**config.mk**
```make
export PLATFORM = sky130hd
export DESIGN_NAME = crc_core
export DESIGN_NICKNAME = d
export VERILOG_FILES = /design/src/verilog/crc_pkg.sv /design/src/verilog/crc_core.sv /design/src/verilog/crc_alu.sv
export SDC_FILE = /design/constraint.sdc
export NUM_CORES = 1
export LEC_CHECK = 0
export CORE_MARGIN = 8
export CORE_UTILIZATION = 25
export DETAILED_ROUTE_END_ITERATION = 7
export DONT_BUFFER_PORTS = 1
export PLACE_DENSITY = 0.45
export SLEW_MARGIN = 20
export SYNTH_ARGS = -nofsm -noshare
export SYNTH_HDL_FRONTEND = slang
export SYNTH_SLANG_ARGS = --single-unit
```
**constraint.sdc**
```tcl
create_clock -name CLOCK -period 3.7 [get_ports CLOCK]
set_input_delay 0 -clock CLOCK [delete_from_list [all_inputs] [get_ports CLOCK]]
set_output_delay 0 -clock CLOCK [all_outputs]
set_load 0.005 [all_outputs]
```
**src/verilog/crc_pkg.sv**
```systemverilog
package crc_pkg;

  localparam int DATA_W = 8;
  localparam int ADDR_W = 16;

  // Condition code bit positions; bits 7..5 read as one
  localparam int CC_C = 0;
  localparam int CC_Z = 1;
  localparam int CC_N = 2;
  localparam int CC_I = 3;
  localparam int CC_H = 4;

  localparam logic [7:0] CC_RESET  = 8'hf8;
  localparam logic [7:0] CC_UNUSED = 8'he0;
  localparam logic [7:0] ACC_RESET = 8'h00;
  localparam logic [7:0] IDX_RESET = 8'h00;
  localparam int         CLK_DIV   = 2;

  // Operation codes driven by the instruction sequencer
  typedef enum logic [4:0] {
    OP_NOP  = 5'h00,
    OP_LDA  = 5'h01,
    OP_LDX  = 5'h02,
    OP_STA  = 5'h03,
    OP_STX  = 5'h04,
    OP_ADD  = 5'h05,
    OP_ADC  = 5'h06,
    OP_SUB  = 5'h07,
    OP_SBC  = 5'h08,
    OP_CMP  = 5'h09,
    OP_CPX  = 5'h0a,
    OP_AND  = 5'h0b,
    OP_ORA  = 5'h0c,
    OP_EOR  = 5'h0d,
    OP_LSL  = 5'h0e,
    OP_LSR  = 5'h0f,
    OP_ROL  = 5'h10,
    OP_ROR  = 5'h11,
    OP_ASR  = 5'h12,
    OP_SEI  = 5'h13,
    OP_CLI  = 5'h14,
    OP_BTST = 5'h15,
    OP_TAX  = 5'h16,
    OP_TXA  = 5'h17,
    OP_INCX = 5'h18,
    OP_DECX = 5'h19
  } crc_op_t;

  // Index offset length select
  typedef enum logic [1:0] {
    OFS_NONE = 2'h0,
    OFS_ONE  = 2'h1,
    OFS_TWO  = 2'h2
  } crc_ofs_t;

endpackage

```
**src/verilog/crc_core.sv**
```systemverilog
`timescale 1ns/10ps
module crc_core
  import crc_pkg::*;
(
  // Clock and reset
  input  wire logic        CLOCK,
  input  wire logic        RESETN,
  // Sequencer request
  input  wire logic        OP_VALID,
  input  wire crc_op_t     OP_CODE,
  input  wire logic [7:0]  MEM_DATA,
  input  wire logic [2:0]  BIT_SEL,
  input  wire logic        INSN_DONE,
  // Indexed addressing
  input  wire crc_ofs_t    OFS_LEN,
  input  wire logic [15:0] OFS_VAL,
  // Interrupt sequence
  input  wire logic        IRQ_N,
  input  wire logic        STACKED,
  input  wire logic        RET_VALID,
  input  wire logic [7:0]  RET_CCR,
  input  wire logic [7:0]  RET_ACC,
  input  wire logic [7:0]  RET_IDX,
  // Outputs
  output logic             CPU_CE,
  output logic [7:0]       ACC,
  output logic [7:0]       IDX,
  output logic [7:0]       CONDITION_CODE_REGISTER,
  output logic [7:0]       STORE_DATA,
  output logic [15:0]      EFF_ADDR,
  output logic             IRQ_PENDING,
  output logic             INT_START
);

  // ****************************************************
  // Processor cycle enable
  // ****************************************************
  logic div_ff;

  always_ff @(posedge CLOCK or negedge RESETN) begin
    if (!RESETN) begin
      div_ff <= 1'b0;
      CPU_CE <= 1'b0;
    end else begin
      div_ff <= ~div_ff;
      CPU_CE <= div_ff;
    end
  end

  // ****************************************************
  // Arithmetic unit
  // ****************************************************
  logic [7:0] res;
  logic       c_out;
  logic       h_out;
  logic       wr_a;
  logic       wr_x;
  logic       upd_nz;
  logic       upd_c;
  logic       upd_h;
  logic       step;

  assign step = OP_VALID && CPU_CE;

  crc_alu u_alu (
    .op      (OP_CODE),
    .a_in    (ACC),
    .x_in    (IDX),
    .m_in    (MEM_DATA),
    .c_in    (CONDITION_CODE_REGISTER[CC_C]),
    .bit_sel (BIT_SEL),
    .res     (res),
    .c_out   (c_out),
    .h_out   (h_out),
    .wr_a    (wr_a),
    .wr_x    (wr_x),
    .upd_nz  (upd_nz),
    .upd_c   (upd_c),
    .upd_h   (upd_h)
  );

  // ****************************************************
  // Accumulator and index register
  // ****************************************************
  always_ff @(posedge CLOCK or negedge RESETN) begin
    if (!RESETN) begin
      ACC <= ACC_RESET;
    end else if (CPU_CE && RET_VALID) begin
      ACC <= RET_ACC;
    end else if (step && wr_a) begin
      ACC <= res;
    end
  end

  always_ff @(posedge CLOCK or negedge RESETN) begin
    if (!RESETN) begin
      IDX <= IDX_RESET;
    end else if (CPU_CE && RET_VALID) begin
      IDX <= RET_IDX;
    end else if (step && wr_x) begin
      IDX <= res;
    end
  end

  always_ff @(posedge CLOCK or negedge RESETN) begin
    if (!RESETN) begin
      STORE_DATA <= 8'h00;
    end else if (step && (OP_CODE == OP_STA)) begin
      STORE_DATA <= ACC;
    end else if (step && (OP_CODE == OP_STX)) begin
      STORE_DATA <= IDX;
    end
  end

  // ****************************************************
  // Effective address
  // ****************************************************
  logic [15:0] nxt_ea;

  always_comb begin
    case (OFS_LEN)
      OFS_NONE: nxt_ea = {8'h00, IDX};
      OFS_ONE:  nxt_ea = {8'h00, IDX} + {8'h00, OFS_VAL[7:0]};
      OFS_TWO:  nxt_ea = {8'h00, IDX} + OFS_VAL;
      default:  nxt_ea = {8'h00, IDX};
    endcase
  end

  always_ff @(posedge CLOCK or negedge RESETN) begin
    if (!RESETN) begin
      EFF_ADDR <= 16'h0000;
    end else begin
      EFF_ADDR <= nxt_ea;
    end
  end

  // ****************************************************
  // Condition codes
  // ****************************************************
  logic [7:0] cc;
  logic [7:0] nxt_cc;
  logic       take_int;

  assign cc = CONDITION_CODE_REGISTER;

  always_comb begin
    nxt_cc = cc | CC_UNUSED;
    if (CPU_CE && RET_VALID) begin
      nxt_cc = RET_CCR | CC_UNUSED;
    end else if (CPU_CE && STACKED) begin
      nxt_cc[CC_I] = 1'b1;
    end else if (step) begin
      if (upd_h) nxt_cc[CC_H] = h_out;
      if (upd_nz) begin
        nxt_cc[CC_N] = res[7];
        nxt_cc[CC_Z] = (res == 8'h00);
      end
      if (upd_c) nxt_cc[CC_C] = c_out;
      if (OP_CODE == OP_SEI) nxt_cc[CC_I] = 1'b1;
      if (OP_CODE == OP_CLI) nxt_cc[CC_I] = 1'b0;
    end
  end

  always_ff @(posedge CLOCK or negedge RESETN) begin
    if (!RESETN) begin
      CONDITION_CODE_REGISTER <= CC_RESET;
    end else begin
      CONDITION_CODE_REGISTER <= nxt_cc;
    end
  end

  // ****************************************************
  // External interrupt latch
  // ****************************************************
  // Request is synchronised; falling edge sets a latch that only entry or reset clears,
  // so a request during mask waits instead of being lost.
  logic irq_s1_ff;
  logic irq_s2_ff;
  logic irq_d_ff;

  always_ff @(posedge CLOCK or negedge RESETN) begin
    if (!RESETN) begin
      irq_s1_ff <= 1'b1;
      irq_s2_ff <= 1'b1;
      irq_d_ff  <= 1'b1;
    end else begin
      irq_s1_ff <= IRQ_N;
      irq_s2_ff <= irq_s1_ff;
      irq_d_ff  <= irq_s2_ff;
    end
  end

  assign take_int = CPU_CE && INSN_DONE && IRQ_PENDING && !cc[CC_I];

  always_ff @(posedge CLOCK or negedge RESETN) begin
    if (!RESETN) begin
      IRQ_PENDING <= 1'b0;
    end else if (irq_d_ff && !irq_s2_ff) begin
      IRQ_PENDING <= 1'b1;
    end else if (take_int) begin
      IRQ_PENDING <= 1'b0;
    end
  end

  always_ff @(posedge CLOCK or negedge RESETN) begin
    if (!RESETN) begin
      INT_START <= 1'b0;
    end else begin
      INT_START <= take_int;
    end
  end
endmodule

```
**src/verilog/crc_alu.sv**
```systemverilog
`timescale 1ns/10ps
module crc_alu
  import crc_pkg::*;
(
  // Operation
  input  wire crc_op_t    op,
  input  wire logic [7:0] a_in,
  input  wire logic [7:0] x_in,
  input  wire logic [7:0] m_in,
  input  wire logic       c_in,
  input  wire logic [2:0] bit_sel,
  // Results
  output logic [7:0] res,
  output logic       c_out,
  output logic       h_out,
  output logic       wr_a,
  output logic       wr_x,
  output logic       upd_nz,
  output logic       upd_c,
  output logic       upd_h
);

  logic [8:0] sum;
  logic [4:0] low;
  logic [7:0] opnd;

  always_comb begin
    sum    = 9'h000;
    low    = 5'h00;
    opnd   = 8'h00;
    res    = a_in;
    c_out  = c_in;
    h_out  = 1'b0;
    wr_a   = 1'b0;
    wr_x   = 1'b0;
    upd_nz = 1'b0;
    upd_c  = 1'b0;
    upd_h  = 1'b0;
    case (op)
      OP_LDA: begin
        res = m_in; wr_a = 1'b1; upd_nz = 1'b1;
      end
      OP_LDX: begin
        res = m_in; wr_x = 1'b1; upd_nz = 1'b1;
      end
      OP_STA: begin
        res = a_in; upd_nz = 1'b1;
      end
      OP_STX: begin
        res = x_in; upd_nz = 1'b1;
      end
      OP_ADD, OP_ADC: begin
        opnd  = (op == OP_ADC) ? {7'h00, c_in} : 8'h00;
        sum   = {1'b0, a_in} + {1'b0, m_in} + {1'b0, opnd};
        low   = {1'b0, a_in[3:0]} + {1'b0, m_in[3:0]} + {4'h0, opnd[0]};
        res   = sum[7:0];
        c_out = sum[8];
        h_out = low[4];
        wr_a = 1'b1; upd_nz = 1'b1; upd_c = 1'b1; upd_h = 1'b1;
      end
      OP_SUB, OP_SBC, OP_CMP, OP_CPX: begin
        opnd  = (op == OP_SBC) ? {7'h00, c_in} : 8'h00;
        sum   = {1'b0, (op == OP_CPX) ? x_in : a_in} - {1'b0, m_in} - {1'b0, opnd};
        res   = sum[7:0];
        c_out = sum[8];
        wr_a  = (op == OP_SUB) || (op == OP_SBC);
        upd_nz = 1'b1; upd_c = 1'b1;
      end
      OP_AND: begin res = a_in & m_in; wr_a = 1'b1; upd_nz = 1'b1; end
      OP_ORA: begin res = a_in | m_in; wr_a = 1'b1; upd_nz = 1'b1; end
      OP_EOR: begin res = a_in ^ m_in; wr_a = 1'b1; upd_nz = 1'b1; end
      OP_LSL, OP_ROL: begin
        res   = {a_in[6:0], (op == OP_ROL) ? c_in : 1'b0};
        c_out = a_in[7];
        wr_a = 1'b1; upd_nz = 1'b1; upd_c = 1'b1;
      end
      OP_LSR, OP_ROR, OP_ASR: begin
        res   = {(op == OP_ROR) ? c_in : ((op == OP_ASR) ? a_in[7] : 1'b0), a_in[7:1]};
        c_out = a_in[0];
        wr_a = 1'b1; upd_nz = 1'b1; upd_c = 1'b1;
      end
      OP_BTST: begin
        c_out = m_in[bit_sel];
        upd_c = 1'b1;
      end
      OP_TAX: begin res = a_in; wr_x = 1'b1; end
      OP_TXA: begin res = x_in; wr_a = 1'b1; end
      OP_INCX: begin
        res = x_in + 8'h01; wr_x = 1'b1; upd_nz = 1'b1;
      end
      OP_DECX: begin
        res = x_in - 8'h01; wr_x = 1'b1; upd_nz = 1'b1;
      end
      default: begin
        res = a_in;
      end
    endcase
  end

endmodule

```
After elaboration in Yosys (flattened, before gate mapping)
Index checks and enable logic that the tools add are counted.

Bits of input ports: 65. Output and inout bits: 51. Bits in registers: 52.

Reductions and logical operators: 40. Bitwise logic cells: 4. Order comparisons: 1. Mux-type cells: 35. Equality and inequality tests: 28. Add/sub/neg operators: 10.

Operators with widths (count): 8-bit one-hot mux with 11 select lines (1); 8-bit two-way mux (7); 5-bit equality test (second input constant) (10); 5-bit by 4-bit equality test with 1-bit output (second input constant) (8); 16-bit one-hot mux with 2 select lines (1); 12-bit OR reduction (2); 5-bit by 3-bit equality test with 1-bit output (second input constant) (4); 20-bit OR reduction (1); 1-bit two-way mux (19); 8-bit by 8-bit adder with 9-bit output (2); 8-bit by 16-bit adder with 16-bit output (1); 2-bit nonzero test (8); 1-bit logical AND (11); 5-bit by 2-bit equality test with 1-bit output (second input constant) (2); 5-bit two-way mux (2); 9-bit by 8-bit adder with 9-bit output (1); 8-bit by 8-bit subtractor with 9-bit output (1); 9-bit by 8-bit subtractor with 9-bit output (1); 8-bit by 1-bit adder with 8-bit output (second input constant) (1); 8-bit bitwise AND (1); 8-bit zero test (1); 8-bit OR (1); 2-bit OR reduction (4); 4-bit OR reduction (2); 24 further kinds (26).

Depth between registers and ports, before layout
Depth in word-level cells: 10. Depth in mapped cells: 16. Gate-level depth less buffers: 14.

Hierarchy
A second synthesis with hierarchy kept.

Cell total of the unflattened synthesis: 623. Area, all modules: 5107.4 µm².

Modules (own cells, without submodules): crc_core (cells an instance 286, area each 2696.3 µm², instances 1); crc_alu (cells an instance 337, area each 2411.1 µm², instances 1).

Worst setup path before layout
Ideal clock, no wire load.

Path type: input to register. Start point: input port OP_CODE[2]. End point: register ACC[7]. Path slack: 0.406 ns. Buffers on the path: 1. Stages on the path: 14. Required time: 3.575 ns. Arrival: 3.170 ns. Cells stage by stage: buf_4 > nor3b_4 > nand2_1 > mux2_2 > fa_1 > ha_1 > nand4b_1 > mux2i_1 > or4b_1 > nand4_1 > nand4_1 > a221oi_2 > a21oi_1 > mux2_2.

Word-level cells in the longest chain between the ends: 7.

Ends and longest elaborated chain: start, declared (RTL line crc_core.sv:10) `input wire crc_op_t OP_CODE,`; 5-bit by 4-bit equality test with 1-bit output (RTL line crc_alu.sv:39, crc_alu.sv:63); 8-bit two-way mux (RTL line crc_alu.sv:63) `sum = {1'b0, (op == OP_CPX) ? x_in : a_in} - {1'b0, m_in} - {1'b0, opnd};`; 8-bit by 8-bit subtractor with 9-bit output (RTL line crc_alu.sv:63); 9-bit by 8-bit subtractor with 9-bit output (RTL line crc_alu.sv:63); 8-bit one-hot mux with 11 select lines (RTL line crc_alu.sv:39) `case (op)`; 8-bit two-way mux (RTL line crc_core.sv:90) `end else if (step && wr_a) begin`; 8-bit two-way mux (RTL line crc_core.sv:88) `end else if (CPU_CE && RET_VALID) begin`; end signal, assigned (RTL line crc_core.sv:91) `ACC <= res;`; end, declared (RTL line crc_core.sv:26) `output logic [7:0] ACC,`.

Parallel ways exist; a longest one is shown, timed or not. The select of a mux whose other input is x is not followed. A chain may end at the register's enable or synchronous reset.

Worst setup path in the final report
Start point: register IDX[1]. End point: register EFF_ADDR[15].

Word-level cells in the longest chain between the ends: 2.

Ends and longest elaborated chain: start, declared (RTL line crc_core.sv:27) `output logic [7:0] IDX,`; start signal, assigned (RTL line crc_core.sv:101) `IDX <= res;`; 8-bit by 16-bit adder with 16-bit output (RTL line crc_core.sv:124) `OFS_TWO: nxt_ea = {8'h00, IDX} + OFS_VAL;`; 16-bit one-hot mux with 2 select lines (RTL line crc_core.sv:121) `case (OFS_LEN)`; via nxt_ea[15] (RTL line crc_core.sv:118) `logic [15:0] nxt_ea;`; end signal, assigned (RTL line crc_core.sv:133) `EFF_ADDR <= nxt_ea;`; end, declared (RTL line crc_core.sv:30) `output logic [15:0] EFF_ADDR,`.

The timed path passes the listed nets, and every way through them passes these cells.

==> impl_metrics.json <==
{
  "synthAdderAreaFrac_pct": 12.7,
  "dp_hpwl_mm": 17.5,
  "cts.sinks": 52,
  "ys_seq_area_share_pct": 24.8,
  "design.die.area_um2": 26000,
  "synth.most_common_cell": "nor2_1",
  "r2r-end": "EFF_ADDR[15]$_DFF_PN0_",
  "grt.total_usage_pct": 16.9,
  "yosys.area_share.simple_pct": 21.8,
  "clkTransAtPathRegs_ns": 0.07,
  "yosys-top-cells-area": "dfrtp_1, ha_1, a21oi_1",
  "cts_inserted_buffers": 5,
  "ys_types": 83,
  "first_iter_violations": 403,
  "yosys.area.top_type": "dfrtp_1",
  "first_global_vias": 5385,
  "chipHeight_um": 161,
  "syn_to_final_growth_pct": 16.9,
  "diodes": 0,
  "fin_nets": 795,
  "worst_pin_slew_ns": 1.07,
  "rows": 53,
  "drv_slew": 0,
  "antenna_left": 0,
  "core_um2": 20900,
  "routed_wl_mm": 22.3,
  "stdcell_area_um2": 6170,
  "peakVddDrop_v": 0.000199,
  "rsz0062_at_grt": "no",
  "cap_violations": 0,
  "crit_type": "flop to flop",
  "final_layout_size_suffix_gt1_share_pct": 9.40,
  "pwr_density_cell_nw_per_um2": 350,
  "h-tree-depth": 2,
  "fmax_mhz": 292,
  "drc_errors": 0,
  "initial_utilization_pct": 25.3,
  "vias_per_cell": 5.42,
  "clockRootBuffer": "clkbuf_16",
  "rrSetupSlack_ns": 0.28,
  "worstSetupEndpoint": "EFF_ADDR[15]$_DFF_PN0_",
  "synth_compound_area_share_pct": 24.0,
  "ys.flop_type": "dfrtp_1",
  "worstHoldPathType": "primary input to flop",
  "timing.final.crit_share_pct": 92.5,
  "synth-seq-cells": 52,
  "insertion_delay_ns": 0.29,
  "vias": 5177,
  "finalHoldViolCount": 0,
  "drt-wirelength-per-cell_um": 23.3,
  "end_kind": "flop",
  "yosys.area.top_type_share_pct": 22.3,
  "power_frac_seq_pct": 34.0,
  "critPathLaunch": "IDX[1]$_DFFE_PN0P_",
  "place.gp.congestion": 0.906,
  "grt_max_degree": 53,
  "combPwrFrac_pct": 44.2,
  "placed_area_um2": 5640,
  "p_sw_mw": 0.858,
  "antenna_found_initial": 0,
  "async_reset_ff_share_pct": 100,
  "reg2regPathDepth": 10,
  "leakagePower_nw": 2.63,
  "grt_overflow": 0,
  "yosysWarnings": 0,
  "setup_viol": 0,
  "synth_cells": 645,
  "clkPwrFrac_pct": 21.8,
  "max_slew_margin_pct": 28.7,
  "cts_tree": "done",
  "drtPass1Iterations": 5,
  "clk_path_buf_depth": 2,
  "port_buffers": 0,
  "netlist_area_um2": 5280,
  "synth.top_cells.by_count": "nor2_1, nand2_1, a21oi_1, dfrtp_1",
  "netSwitchingFraction_pct": 39.8,
  "num-fill-cells": 2228,
  "tns_ns": 0,
  "die_width_um": 161,
  "cp.arrival_ns": 3.65,
  "synth-xor-area-share_pct": 3.98,
  "synthMuxAreaShare_pct": 6.02,
  "r2r-start": "IDX[1]$_DFFE_PN0P_",
  "internal-power_mw": 1.30,
  "clock-skew-final_ns": 0.00662,
  "ios": 116,
  "ctsResizeCount": 0,
  "synth-edff-count": 0,
  "grt_pass1_wl_mm": 34.1,
  "critical_path_peak_fanout": 7,
  "fin_crit_ns": 3.42,
  "synth_top_family_by_area": "compound AO/OA/AOI/OAI gates",
  "avgSynthCellArea_um2": 8.18,
  "outcome": "finished clean",
  "cp-start-kind": "flop",
  "cp.required_ns": 3.93
}
worst min-delay path by stage:
| stage | from | endpoint | slack [ns] | cells after the start |
|---|---|---|---|---|
| 6_report | RET_IDX[3] | IDX[3]$_DFFE_PN0P_ | 0.02 | 3 |
| 5_1_grt | RET_IDX[4] | IDX[4]$_DFFE_PN0P_ | 0.03 | 3 |
| 4_1_cts | OFS_VAL[12] | EFF_ADDR[13]$_DFF_PN0_ | 0.006 | 4 |
| 3_5_place_dp | RESETN | IRQ_PENDING$_DFFE_PN0P_ | -0.29 | 0 |
| 3_3_place_gp | RESETN | STORE_DATA[0]$_DFFE_PN0P_ | -0.29 | 0 |
| 2_1_floorplan | RESETN | ACC[0]$_DFFE_PN0P_ | -0.30 | 0 |
power by group through the flow:
stage               Combinational, mW  Sequential (mW)  Clock (mW)
global route                     1.05            0.746       0.509
detailed placement              0.894            0.748           0
floorplan                       0.612            0.733           0
finish                          0.954            0.733       0.469
CTS                             0.949            0.739       0.490
global placement                0.887            0.749           0
worst max-delay path, stage by stage, from the launching register on:
cell and delay, ns:
dfrtp_1 0.59, buf_4 0.25, ha_1 0.24, a21o_1 0.16, a21o_1 0.20, a21oi_1 0.22, o21ai_0 0.21, a41oi_1 0.54
o21ai_0 0.20, a21oi_1 0.18, dlygate4sd3_1 0.57
area by class of cell:
| class | count | area, um^2 | area share, % |
|---|---|---|---|
| inverter | 42 | 158 | 2.56 |
| tap | 275 | 344 | 5.58 |
| sequential | 52 | 1310 | 21.2 |
| multi-input combinational | 516 | 3630 | 58.9 |
| clock inverter | 2 | 16.3 | 0.264 |
| timing repair buffer | 63 | 583 | 9.45 |
| clock buffer | 6 | 129 | 2.09 |
state kept, by name, indices dropped and copies added (netlist names):
signal and count:
CPU_CE 1, irq_s1_ff 1, STORE_DATA 8, ACC 8, irq_s2_ff 1, IDX 8
CONDITION_CODE_REGISTER 5, IRQ_PENDING 1, div_ff 1, INT_START 1, irq_d_ff 1, EFF_ADDR 16
per-layer routing:
layer  global-route usage, %  share of wire, %  routed length, um  vias up
met3                    3.31               6.9               1540       36
met1                    21.2                42               9350     2494
met4                    5.81               3.1                699        0
li1                        -                 -                  -     2419
met2                    28.4                48              10700      228
met5                       0                 0                  0        -
through the flow:
step | hold slack, ns | cells | setup slack [ns] | total power [mW] | utilization (%)
2_1_floorplan | -0.296 | 647 | 0.406 | 1.35 | -
3_3_place_gp | -0.293 | 911 | 0.301 | 1.64 | 27.0
3_5_place_dp | -0.293 | 911 | 0.286 | 1.64 | 27.0
4_1_cts | 0.00611 | 956 | 0.342 | 2.18 | 29.5
5_1_grt | 0.0341 | 956 | 0.0462 | 2.30 | 29.5
6_report | 0.0179 | 956 | 0.278 | 2.16 | 29.5
placed cells by master (no fill, tap or decap), drive strengths merged, types with 9 or more instances in the layout:
master	synthesis	layout
xnor2	13	13
dlygate4sd3	0	36
buf	20	27
nand3	24	24
a21oi	49	49
a211oi	10	10
or3	9	9
dfrtp	47	47
inv	42	42
nor3	17	17
nand2	54	54
o21ai	48	48
a22o	12	12
mux2i	17	17
nand4	9	9
ha	44	44
nor2	59	59
xor2	11	11
cells by family after synthesis:
logic type,Yosys count
AO/OA/AOI/OAI,188
XOR/XNOR,24
adder cells (fa/ha/maj),50
buffers and inverters,79
flip-flops,52
multiplexers,27
other,1
AND/OR/NAND/NOR,224
what timing repair did:
action	in CTS	in global routing
hold endpoints to repair	84	0
endpoints found under the setup margin	0	0
setup buffers	0	0
hold buffers	37	0
Note: power is estimated with default switching activity, not from simulation.
